--- src/rtl/tk_seq_pkg.sv ---
package tk_seq_pkg;
    // ==========================================================
    // register byte addresses on the apb bus
    localparam logic [15:0] CFG_ADDR   = 16'ha008;
    localparam logic [15:0] CMD_ADDR   = 16'ha00c;
    localparam logic [15:0] COUNT_ADDR = 16'ha010;
    localparam logic [15:0] CLKDIV_ADDR = 16'ha014;
    // ==========================================================
    // reset values
    localparam logic [7:0]  CFG_RESET    = 8'h00;
    localparam logic [1:0]  CLKDIV_RESET = 2'h0;
    // ==========================================================
    // field positions
    localparam int CFG_EN_BIT    = 7;   // controller_enable_bit
    localparam int CMD_IE_BIT    = 7;   // completion interrupt enable
    localparam int CMD_RPT_LSB   = 2;   // repeat_select
    localparam int CMD_FLAG_BIT  = 1;   // conversion_done_flag
    localparam int CMD_START_BIT = 0;   // start on write, busy on read
    // ==========================================================
    // timing: reference zeroing length in system_clock ticks
    localparam int ZERO_TICKS = 16;
    // pseudo random lfsr seed
    localparam logic [6:0] LFSR_SEED = 7'h5a;

    // configuration fields, bit 7 down to bit 0
    typedef struct packed {
        logic       enable;       // controller_enable_bit
        logic       pseudo_rand;  // pseudo_random_enable
        logic       ref_source;   // reference_source_select
        logic       threshold;    // threshold_select
        logic [3:0] cd_time;      // charge_dump_time
    } cfg_t;

    // analog switch and select controls
    typedef struct packed {
        logic ref_discharge;  // reference_capacitor switch to ground
        logic charge;         // sense_capacitor to reference voltage
        logic dump;           // sense_capacitor onto reference_capacitor
        logic ref_source;     // 0 core_supply, 1 main supply
        logic threshold;      // 0 three quarters, 1 one half
    } analog_ctl_t;

    typedef enum logic [1:0] {
        ST_IDLE,
        ST_ZERO,
        ST_CHARGE,
        ST_DUMP
    } seq_state_t;
endpackage : tk_seq_pkg

--- src/rtl/tk_seq.sv ---
module tk_seq #(
    parameter int CNT_W = 20  // width of accumulated count
) (
    input  wire logic                     mclk,
    input  wire logic                     resetn,
    // apb slave
    input  wire logic                     psel,
    input  wire logic                     penable,
    input  wire logic                     pwrite,
    input  wire logic [15:0]              paddr,
    input  wire logic [31:0]              pwdata,
    output logic      [31:0]              prdata,
    output logic                          pready,
    output logic                          pslverr,
    // analog side
    input  wire logic                     comp_trip,     // reference above threshold
    output tk_seq_pkg::analog_ctl_t       analog_ctl,
    // shared interrupt vector
    input  wire logic                     tk1_irq,       // first controller request
    output logic                          irq_shared
);
    // ==========================================================
    // registers and state
    tk_seq_pkg::cfg_t        cfg_q;       // configuration register
    logic [1:0]              div_q;       // clock divide select
    logic                    ie_q;        // interrupt enable
    logic [1:0]              rpt_q;       // repeat_select
    logic                    flag_q;      // conversion_done_flag
    logic                    busy_q;      // conversion running
    logic [CNT_W-1:0]        count_q;     // latched result
    logic [CNT_W-1:0]        acc_q;       // sum of finished repeats
    logic [CNT_W-1:0]        cyc_q;       // cycles of current repeat
    logic [2:0]              rep_q;       // repeats done
    logic [4:0]              ph_q;        // ticks left in phase
    logic [2:0]              divc_q;      // divider counter
    logic [6:0]              lfsr_q;      // pseudo random source
    tk_seq_pkg::seq_state_t  st_q;        // sequencer state
    logic                    tick;        // system_clock enable
    logic                    wr_en;       // apb write strobe
    logic                    start_wr;    // start command written
    logic                    ph_end;      // phase ends this cycle
    logic                    dump_end;    // charge dump cycle done
    logic                    conv_end;    // one conversion done
    logic                    done;        // all repeats done
    logic [2:0]              rep_last;    // last repeat index
    logic [4:0]              ph_len;      // next phase length
    logic [CNT_W-1:0]        acc_next;    // acc plus this repeat
    logic                    mapped;      // address decodes

    // ==========================================================
    // clock divider
    // divided system_clock as a one cycle enable
    always_ff @(posedge mclk or negedge resetn)
    begin
        if (!resetn)
            divc_q <= 3'h0;
        else
            divc_q <= divc_q + 3'h1;
    end

    // full rate or divided by 2, 4, 8
    always_comb
    begin
        unique case (div_q)
            2'd0:    tick = 1'b1;
            2'd1:    tick = divc_q[0];
            2'd2:    tick = &divc_q[1:0];
            default: tick = &divc_q;
        endcase
    end

    // ==========================================================
    // apb slave
    assign wr_en    = psel & penable & pwrite;
    assign pready   = psel & penable;
    assign mapped   = (paddr == tk_seq_pkg::CFG_ADDR) | (paddr == tk_seq_pkg::CMD_ADDR)
                    | (paddr == tk_seq_pkg::COUNT_ADDR) | (paddr == tk_seq_pkg::CLKDIV_ADDR);
    assign pslverr  = psel & penable & ~mapped;
    // start accepted only when enabled and idle
    assign start_wr = wr_en & (paddr == tk_seq_pkg::CMD_ADDR)
                    & pwdata[tk_seq_pkg::CMD_START_BIT] & cfg_q.enable & ~busy_q;

    // read data captured in the setup cycle
    always_ff @(posedge mclk or negedge resetn)
    begin
        if (!resetn)
            prdata <= 32'h0000_0000;
        else if (psel & ~penable)
        begin
            unique case (paddr)
                tk_seq_pkg::CFG_ADDR:    prdata <= {24'h00_0000, cfg_q};
                // busy reads at the start position
                tk_seq_pkg::CMD_ADDR:    prdata <= {24'h00_0000, ie_q, 3'h0, rpt_q,
                                                    flag_q, busy_q};
                tk_seq_pkg::COUNT_ADDR:  prdata <= 32'(count_q);
                tk_seq_pkg::CLKDIV_ADDR: prdata <= {30'h0000_0000, div_q};
                default:                 prdata <= 32'h0000_0000;
            endcase
        end
    end

    // configuration and clock divide registers
    always_ff @(posedge mclk or negedge resetn)
    begin
        if (!resetn)
        begin
            cfg_q <= tk_seq_pkg::CFG_RESET;
            div_q <= tk_seq_pkg::CLKDIV_RESET;
        end
        else if (wr_en)
        begin
            if (paddr == tk_seq_pkg::CFG_ADDR)
                cfg_q <= pwdata[7:0];
            if (paddr == tk_seq_pkg::CLKDIV_ADDR)
                div_q <= pwdata[1:0];
        end
    end

    // command register fields
    always_ff @(posedge mclk or negedge resetn)
    begin
        if (!resetn)
        begin
            ie_q  <= 1'b0;
            rpt_q <= 2'h0;
        end
        else if (wr_en && paddr == tk_seq_pkg::CMD_ADDR)
        begin
            ie_q <= pwdata[tk_seq_pkg::CMD_IE_BIT];
            // repeat count frozen while running
            if (!busy_q)
                rpt_q <= pwdata[tk_seq_pkg::CMD_RPT_LSB +: 2];
        end
    end

    // done flag: writing 0 clears, completion wins
    always_ff @(posedge mclk or negedge resetn)
    begin
        if (!resetn)
            flag_q <= 1'b0;
        else if (done)
            flag_q <= 1'b1;
        else if (wr_en && paddr == tk_seq_pkg::CMD_ADDR && !pwdata[tk_seq_pkg::CMD_FLAG_BIT])
            flag_q <= 1'b0;
    end

    // ==========================================================
    // sequencer
    assign ph_end   = tick & (ph_q == 5'h0);
    assign dump_end = (st_q == tk_seq_pkg::ST_DUMP) & ph_end;
    // trip sampled when a dump completes
    assign conv_end = dump_end & comp_trip;
    // 1, 2, 4 or 8 repeats
    assign rep_last = 3'((4'h1 << rpt_q) - 4'h1);
    assign done     = conv_end & (rep_q == rep_last);
    assign acc_next = acc_q + cyc_q + CNT_W'(1);
    // phase length is charge_dump_time plus one ticks
    // pseudo random mode stretches a phase by one tick
    assign ph_len   = {1'b0, cfg_q.cd_time} + 5'((cfg_q.pseudo_rand & lfsr_q[0]));

    // pseudo random source, steps each phase
    always_ff @(posedge mclk or negedge resetn)
    begin
        if (!resetn)
            lfsr_q <= tk_seq_pkg::LFSR_SEED;
        else if (ph_end)
            lfsr_q <= {lfsr_q[5:0], lfsr_q[6] ^ lfsr_q[5]};
    end

    // state machine and phase timer
    always_ff @(posedge mclk or negedge resetn)
    begin
        if (!resetn)
        begin
            st_q <= tk_seq_pkg::ST_IDLE;
            ph_q <= 5'h0;
        end
        else if (!cfg_q.enable)
            // disabling aborts any run
            st_q <= tk_seq_pkg::ST_IDLE;
        else
        begin
            unique case (st_q)
                tk_seq_pkg::ST_IDLE:
                    if (start_wr)
                    begin
                        // begin by zeroing the reference
                        st_q <= tk_seq_pkg::ST_ZERO;
                        ph_q <= 5'(tk_seq_pkg::ZERO_TICKS - 1);
                    end
                tk_seq_pkg::ST_ZERO:
                    if (ph_end)
                    begin
                        // release ground switch, start transfers
                        st_q <= tk_seq_pkg::ST_CHARGE;
                        ph_q <= ph_len;
                    end
                    else if (tick)
                        ph_q <= ph_q - 5'h1;
                tk_seq_pkg::ST_CHARGE:
                    if (ph_end)
                    begin
                        // charge then dump
                        st_q <= tk_seq_pkg::ST_DUMP;
                        ph_q <= ph_len;
                    end
                    else if (tick)
                        ph_q <= ph_q - 5'h1;
                tk_seq_pkg::ST_DUMP:
                    if (done)
                        st_q <= tk_seq_pkg::ST_IDLE;
                    else if (conv_end)
                    begin
                        // next repeat re-zeroes the reference
                        st_q <= tk_seq_pkg::ST_ZERO;
                        ph_q <= 5'(tk_seq_pkg::ZERO_TICKS - 1);
                    end
                    else if (ph_end)
                    begin
                        // another cycle
                        st_q <= tk_seq_pkg::ST_CHARGE;
                        ph_q <= ph_len;
                    end
                    else if (tick)
                        ph_q <= ph_q - 5'h1;
            endcase
        end
    end

    // busy follows the run; start self clears at end
    always_ff @(posedge mclk or negedge resetn)
    begin
        if (!resetn)
            busy_q <= 1'b0;
        else if (start_wr)
            busy_q <= 1'b1;
        else if (done || !cfg_q.enable)
            busy_q <= 1'b0;
    end

    // cycle counter and repeat accumulation
    always_ff @(posedge mclk or negedge resetn)
    begin
        if (!resetn)
        begin
            cyc_q <= '0;
            acc_q <= '0;
            rep_q <= 3'h0;
        end
        else if (start_wr)
        begin
            cyc_q <= '0;
            acc_q <= '0;
            rep_q <= 3'h0;
        end
        else if (conv_end)
        begin
            cyc_q <= '0;
            acc_q <= acc_next;
            rep_q <= rep_q + 3'h1;
        end
        else if (dump_end)
            cyc_q <= cyc_q + CNT_W'(1);
    end

    // result latched at completion
    always_ff @(posedge mclk or negedge resetn)
    begin
        if (!resetn)
            count_q <= '0;
        else if (done)
            count_q <= acc_next;
    end

    // ==========================================================
    // outputs
    // switch controls decoded from state
    always_comb
    begin
        analog_ctl.ref_discharge = (st_q == tk_seq_pkg::ST_ZERO);
        analog_ctl.charge        = (st_q == tk_seq_pkg::ST_CHARGE);
        analog_ctl.dump          = (st_q == tk_seq_pkg::ST_DUMP);
        analog_ctl.ref_source    = cfg_q.ref_source;
        analog_ctl.threshold     = cfg_q.threshold;
    end

    // completion request merged onto the shared vector
    assign irq_shared = (flag_q & ie_q) | tk1_irq;

    logic [4:0] chk_ticks;  // ticks seen in charge phase
    always_ff @(posedge mclk or negedge resetn)
    begin
        if (!resetn)
            chk_ticks <= 5'h0;
        else if (!analog_ctl.charge)
            chk_ticks <= 5'h0;
        else if (tick)
            chk_ticks <= chk_ticks + 5'h1;
    end

    logic [3:0] chk_zeros;   // zeroing phases since start
    logic       chk_disc_q;  // ground switch one cycle back
    // counts each zeroing entry, one per repeat
    always_ff @(posedge mclk or negedge resetn)
    begin
        if (!resetn)
        begin
            chk_zeros  <= 4'h0;
            chk_disc_q <= 1'b0;
        end
        else
        begin
            chk_disc_q <= analog_ctl.ref_discharge;
            if (start_wr)
                chk_zeros <= 4'h0;
            else if (analog_ctl.ref_discharge && !chk_disc_q)
                chk_zeros <= chk_zeros + 4'h1;
        end
    end
endmodule : tk_seq

--- config.mk ---
export PLATFORM = sky130hd
export DESIGN_NAME = tk_seq
export DESIGN_NICKNAME = d
export VERILOG_FILES = /design/src/rtl/tk_seq_pkg.sv /design/src/rtl/tk_seq.sv
export SDC_FILE = /design/constraint.sdc
export NUM_CORES = 1
export LEC_CHECK = 0
export ABC_AREA = 0
export BUFFER_PORTS_ARGS = -buffer_cell sky130_fd_sc_hd__buf_4
export CORE_ASPECT_RATIO = 0.6
export CORE_MARGIN = 3
export CORE_UTILIZATION = 50
export DETAILED_ROUTE_END_ITERATION = 8
export PLACE_DENSITY = 0.71
export SLEW_MARGIN = 20
export SYNTH_ARGS = -nofsm -noshare
export SYNTH_HDL_FRONTEND = slang
export SYNTH_SLANG_ARGS = --single-unit
export TNS_END_PERCENT = 10
--- constraint.sdc ---
create_clock -name mclk -period 5.2 [get_ports mclk]
set_input_delay 0.26 -clock mclk [delete_from_list [all_inputs] [get_ports mclk]]
set_output_delay 0.26 -clock mclk [all_outputs]
set_load 0.02 [all_outputs]
==> flow_metrics.py <==
metrics = {
    "synthesis": {
        "async_flop_share_pct": 100.0,
        "ys_types": 66,
        "yosys_most_used_dff": "dfrtp_1",
        "synth.largest_area_cell": "dfrtp_1",
        "synth_edf_count": 0,
        "synth-seq-area-share_pct": 44.26,
        "synth_top_area_share_pct": 42.64,
        "yosysWarningCount": 0,
        "synthTopCellsByArea": "dfrtp_1 (43%), nand2_1 (7.5%), ha_1 (6.1%), mux2_2 (4.1%), o21ai_0 (3.4%)",
        "netlist_area_sq_um": 6514,
        "ys_ff_latch": 115,
        "syn_inst": 705,
        "postSynthAreaPerCell_sq_um": 9.239,
    },
    "grt": {
        "grt_antenna_before_repair": 0,
        "grt_first_pass_wirelength_um": 26610,
        "grt-ovfl-total": 0,
        "grt_pass1_vias": 5042,
        "grt_use_total_pct": 23.19,
        "grt_max_degree": 83,
    },
    "timing": {
        "finalCriticalPeriod_ps": 3339,
        "worst_pin_slew_ps": 879.4,
        "fin_ws_ps": 1861,
        "worst_clock_skew_ps": 10.06,
        "fmax_ghz": 0.2995,
        "maxSlewHeadroom_pct": 41.25,
        "slew_violations": 0,
        "period_share_pct": 64.21,
        "setup_viol": 0,
        "finalSetupTns_ps": 0,
        "hold_viol": 0,
        "rsz0062_at_grt": "no",
    },
    "power_and_ir_drop": {
        "total_power_mw": 3.805,
        "cellPowerDensity_nw_per_um2": 499.4,
        "leakagePower_nw": 3.727,
        "irDropWorstVdd_uv": 300.8,
    },
    "placement": {
        "place_ws_ps": 1969,
        "portBuffers": 58,
        "hpwl_um": 12070,
        "routabilityCongestion": 0.9470,
    },
    "final_layout": {
        "area_growth_syn_to_layout_pct": 16.98,
        "fillerInstances": 1055,
        "antenna_cells": 0,
        "fin_nets": 845,
        "final_cell_mix": "nand2_1 (131), dfrtp_1 (111), buf_4 (62)",
        "drive_gt1_share_pct": 17.79,
        "final_common_cell": "nand2_1",
    },
    "routing": {
        "drtAntennaViolNets": 0,
        "routedWlPerCell_um": 17.56,
        "wl_um": 16420,
        "routed-via-count": 5333,
        "dr.pass1.iters": 5,
        "drt_iter0_drc": 387,
        "viasPerCell": 5.704,
        "route.detailed.drc": 0,
    },
    "clock_network": {
        "numCtsBuffers": 17,
        "clock_latency_ps": 410,
        "cts-root-buf": "clkbuf_16",
        "htree_levels": 4,
        "cts.sinks": 115,
        "tritoncts": "yes",
        "clock_path_buffers": 2,
        "clk_pin_slew_ps": 60,
        "cts_resized": 0,
    },
    "die": {
        "std_cell_rows": 31,
        "start_util_pct": 52.64,
        "die_y_um": 94.41,
        "die_w_um": 153.4,
        "core-area_sq_um": 12370,
        "ioPinCount": 95,
        "dieArea_sq_um": 14480,
    },
    "job": {
        "maxCapViolCount": 0,
    },
    "outcome": {
        "status": "finished clean",
    },
    "critical_path": {
        "r2r_setup_slack_ps": 1860,
        "cp.required_ps": 5470,
        "worstPathArrival_ps": 3610,
        "end_kind": "flop",
        "startpoint_type": "flop",
        "criticalPathCategory": "flop to flop",
        "rr_worst_depth": 9,
        "cp_max_fo": 15,
    },
    "worst_hold_path": {
        "worstHoldPathType": "input port to flop",
        "min_delay_path_depth": 3,
    },
}
-- per-layer routing --
metal  GRT usage, %  vias to the layer above  share of wire, %
met5              0                        -                 0
met4          5.364                        0              0.84
met3          5.495                       18               9.3
met2          31.99                      203                39
met1          36.62                     2572                51
li1               -                     2540                 -
-- synth_stat cells, drive strengths merged (2+ instances only) --
cell type,n
nand3,29
nor3b,3
and3,7
nand2b,5
clkbuf,20
and4,3
nor2,58
o21ai,45
dfrtp,111
buf,22
or2,4
ha,32
a221oi,3
inv,17
nand2,131
nand4,6
a21oi,43
a21o,16
o2111ai,2
a41oi,2
or3,9
nor3,7
o211ai,2
xor2,16
nor2b,5
mux2i,11
a22oi,7
dfstp,4
o31ai,3
a31oi,6
and2,3
o21a,2
mux2,24
a211oi,10
xnor2,17
-- cell type report --
class	count	area (sq um)	share of cell area, %
Multi-Input combinational cell	542	3383	44.40
Tap cell	165	206.4	2.709
Timing Repair Buffer	64	486.7	6.388
Inverter	17	63.81	0.8374
Clock buffer	17	425.4	5.583
Clock inverter	15	171.4	2.250
Sequential cell	115	2883	37.83
-- final timing paths --
path | startpoint | endpoint
min reg2reg | divc_q[0] | divc_q[0]
max in group asynchronous | resetn | prdata[8]
min | pwdata[7] | cfg_q[7]
min in group asynchronous | resetn | st_q[1]
max reg2reg | ph_q[0] | cyc_q[12]
max | ph_q[0] | cyc_q[12]
-- what timing repair did --
| item | 4_1_cts | 5_1_grt |
|---|---|---|
| hold buffers | 0 | 1 |
| setup endpoints to repair | 0 | 0 |
| setup buffers | 0 | 0 |
| hold endpoints to repair | 0 | 77 |
-- sequential cells by signal (all words and copies together), names as in the netlist --
name	cells
acc_q	20
analog_ctl	2
busy_q	1
cfg_q	6
count_q	20
cyc_q	20
div_q	2
divc_q	3
flag_q	1
ie_q	1
lfsr_q	7
ph_q	5
prdata	20
rep_q	3
rpt_q	2
st_q	2
-- where the power goes --
part	internal (mW)	switching, mW	leakage (nW)
registers	1.08	0.186	1.48
clock network	0.719	0.462	0.285
logic	0.541	0.815	1.96
-- worst max-delay path, stage by stage, from the launching register on --
cell	delay, ps
dfrtp_1	400
inv_1	120
ha_1	220
or4b_1	580
a211oi_1	370
buf_4	250
and2_1	220
nand2_1	370
nand2_1	560
nor2_1	110
-- logic make-up (layout without fill, tap and decap cells) --
family | count (synthesis) | count (layout) | synth area share, %
and+or+nand+nor | 279 | 279 | 19.75
AOI/OAI and AO/OA | 149 | 149 | 14.20
DFF | 115 | 115 | 44.26
buffers and inverters | 59 | 113 | 4.668
muxes | 35 | 35 | 5.839
xor gates and xnor gates | 34 | 34 | 4.783
adders and majority gates | 33 | 33 | 6.454
other | 1 | 12 | 0.05757
-- metrics by stage --
step           util (%)  cell area (sq um)  hold WS [ps]  instances
4_1_cts           61.42               7600         60.94        934
5_1_grt           61.58               7620         64.21        935
6_report          61.58               7620         64.64        935
3_3_place_gp      56.60               7003         434.2        902
3_5_place_dp      56.60               7003         450.7        902
2_1_floorplan         -               6555        -35.59        716
Note: power is estimated with default switching activity, not from simulation.
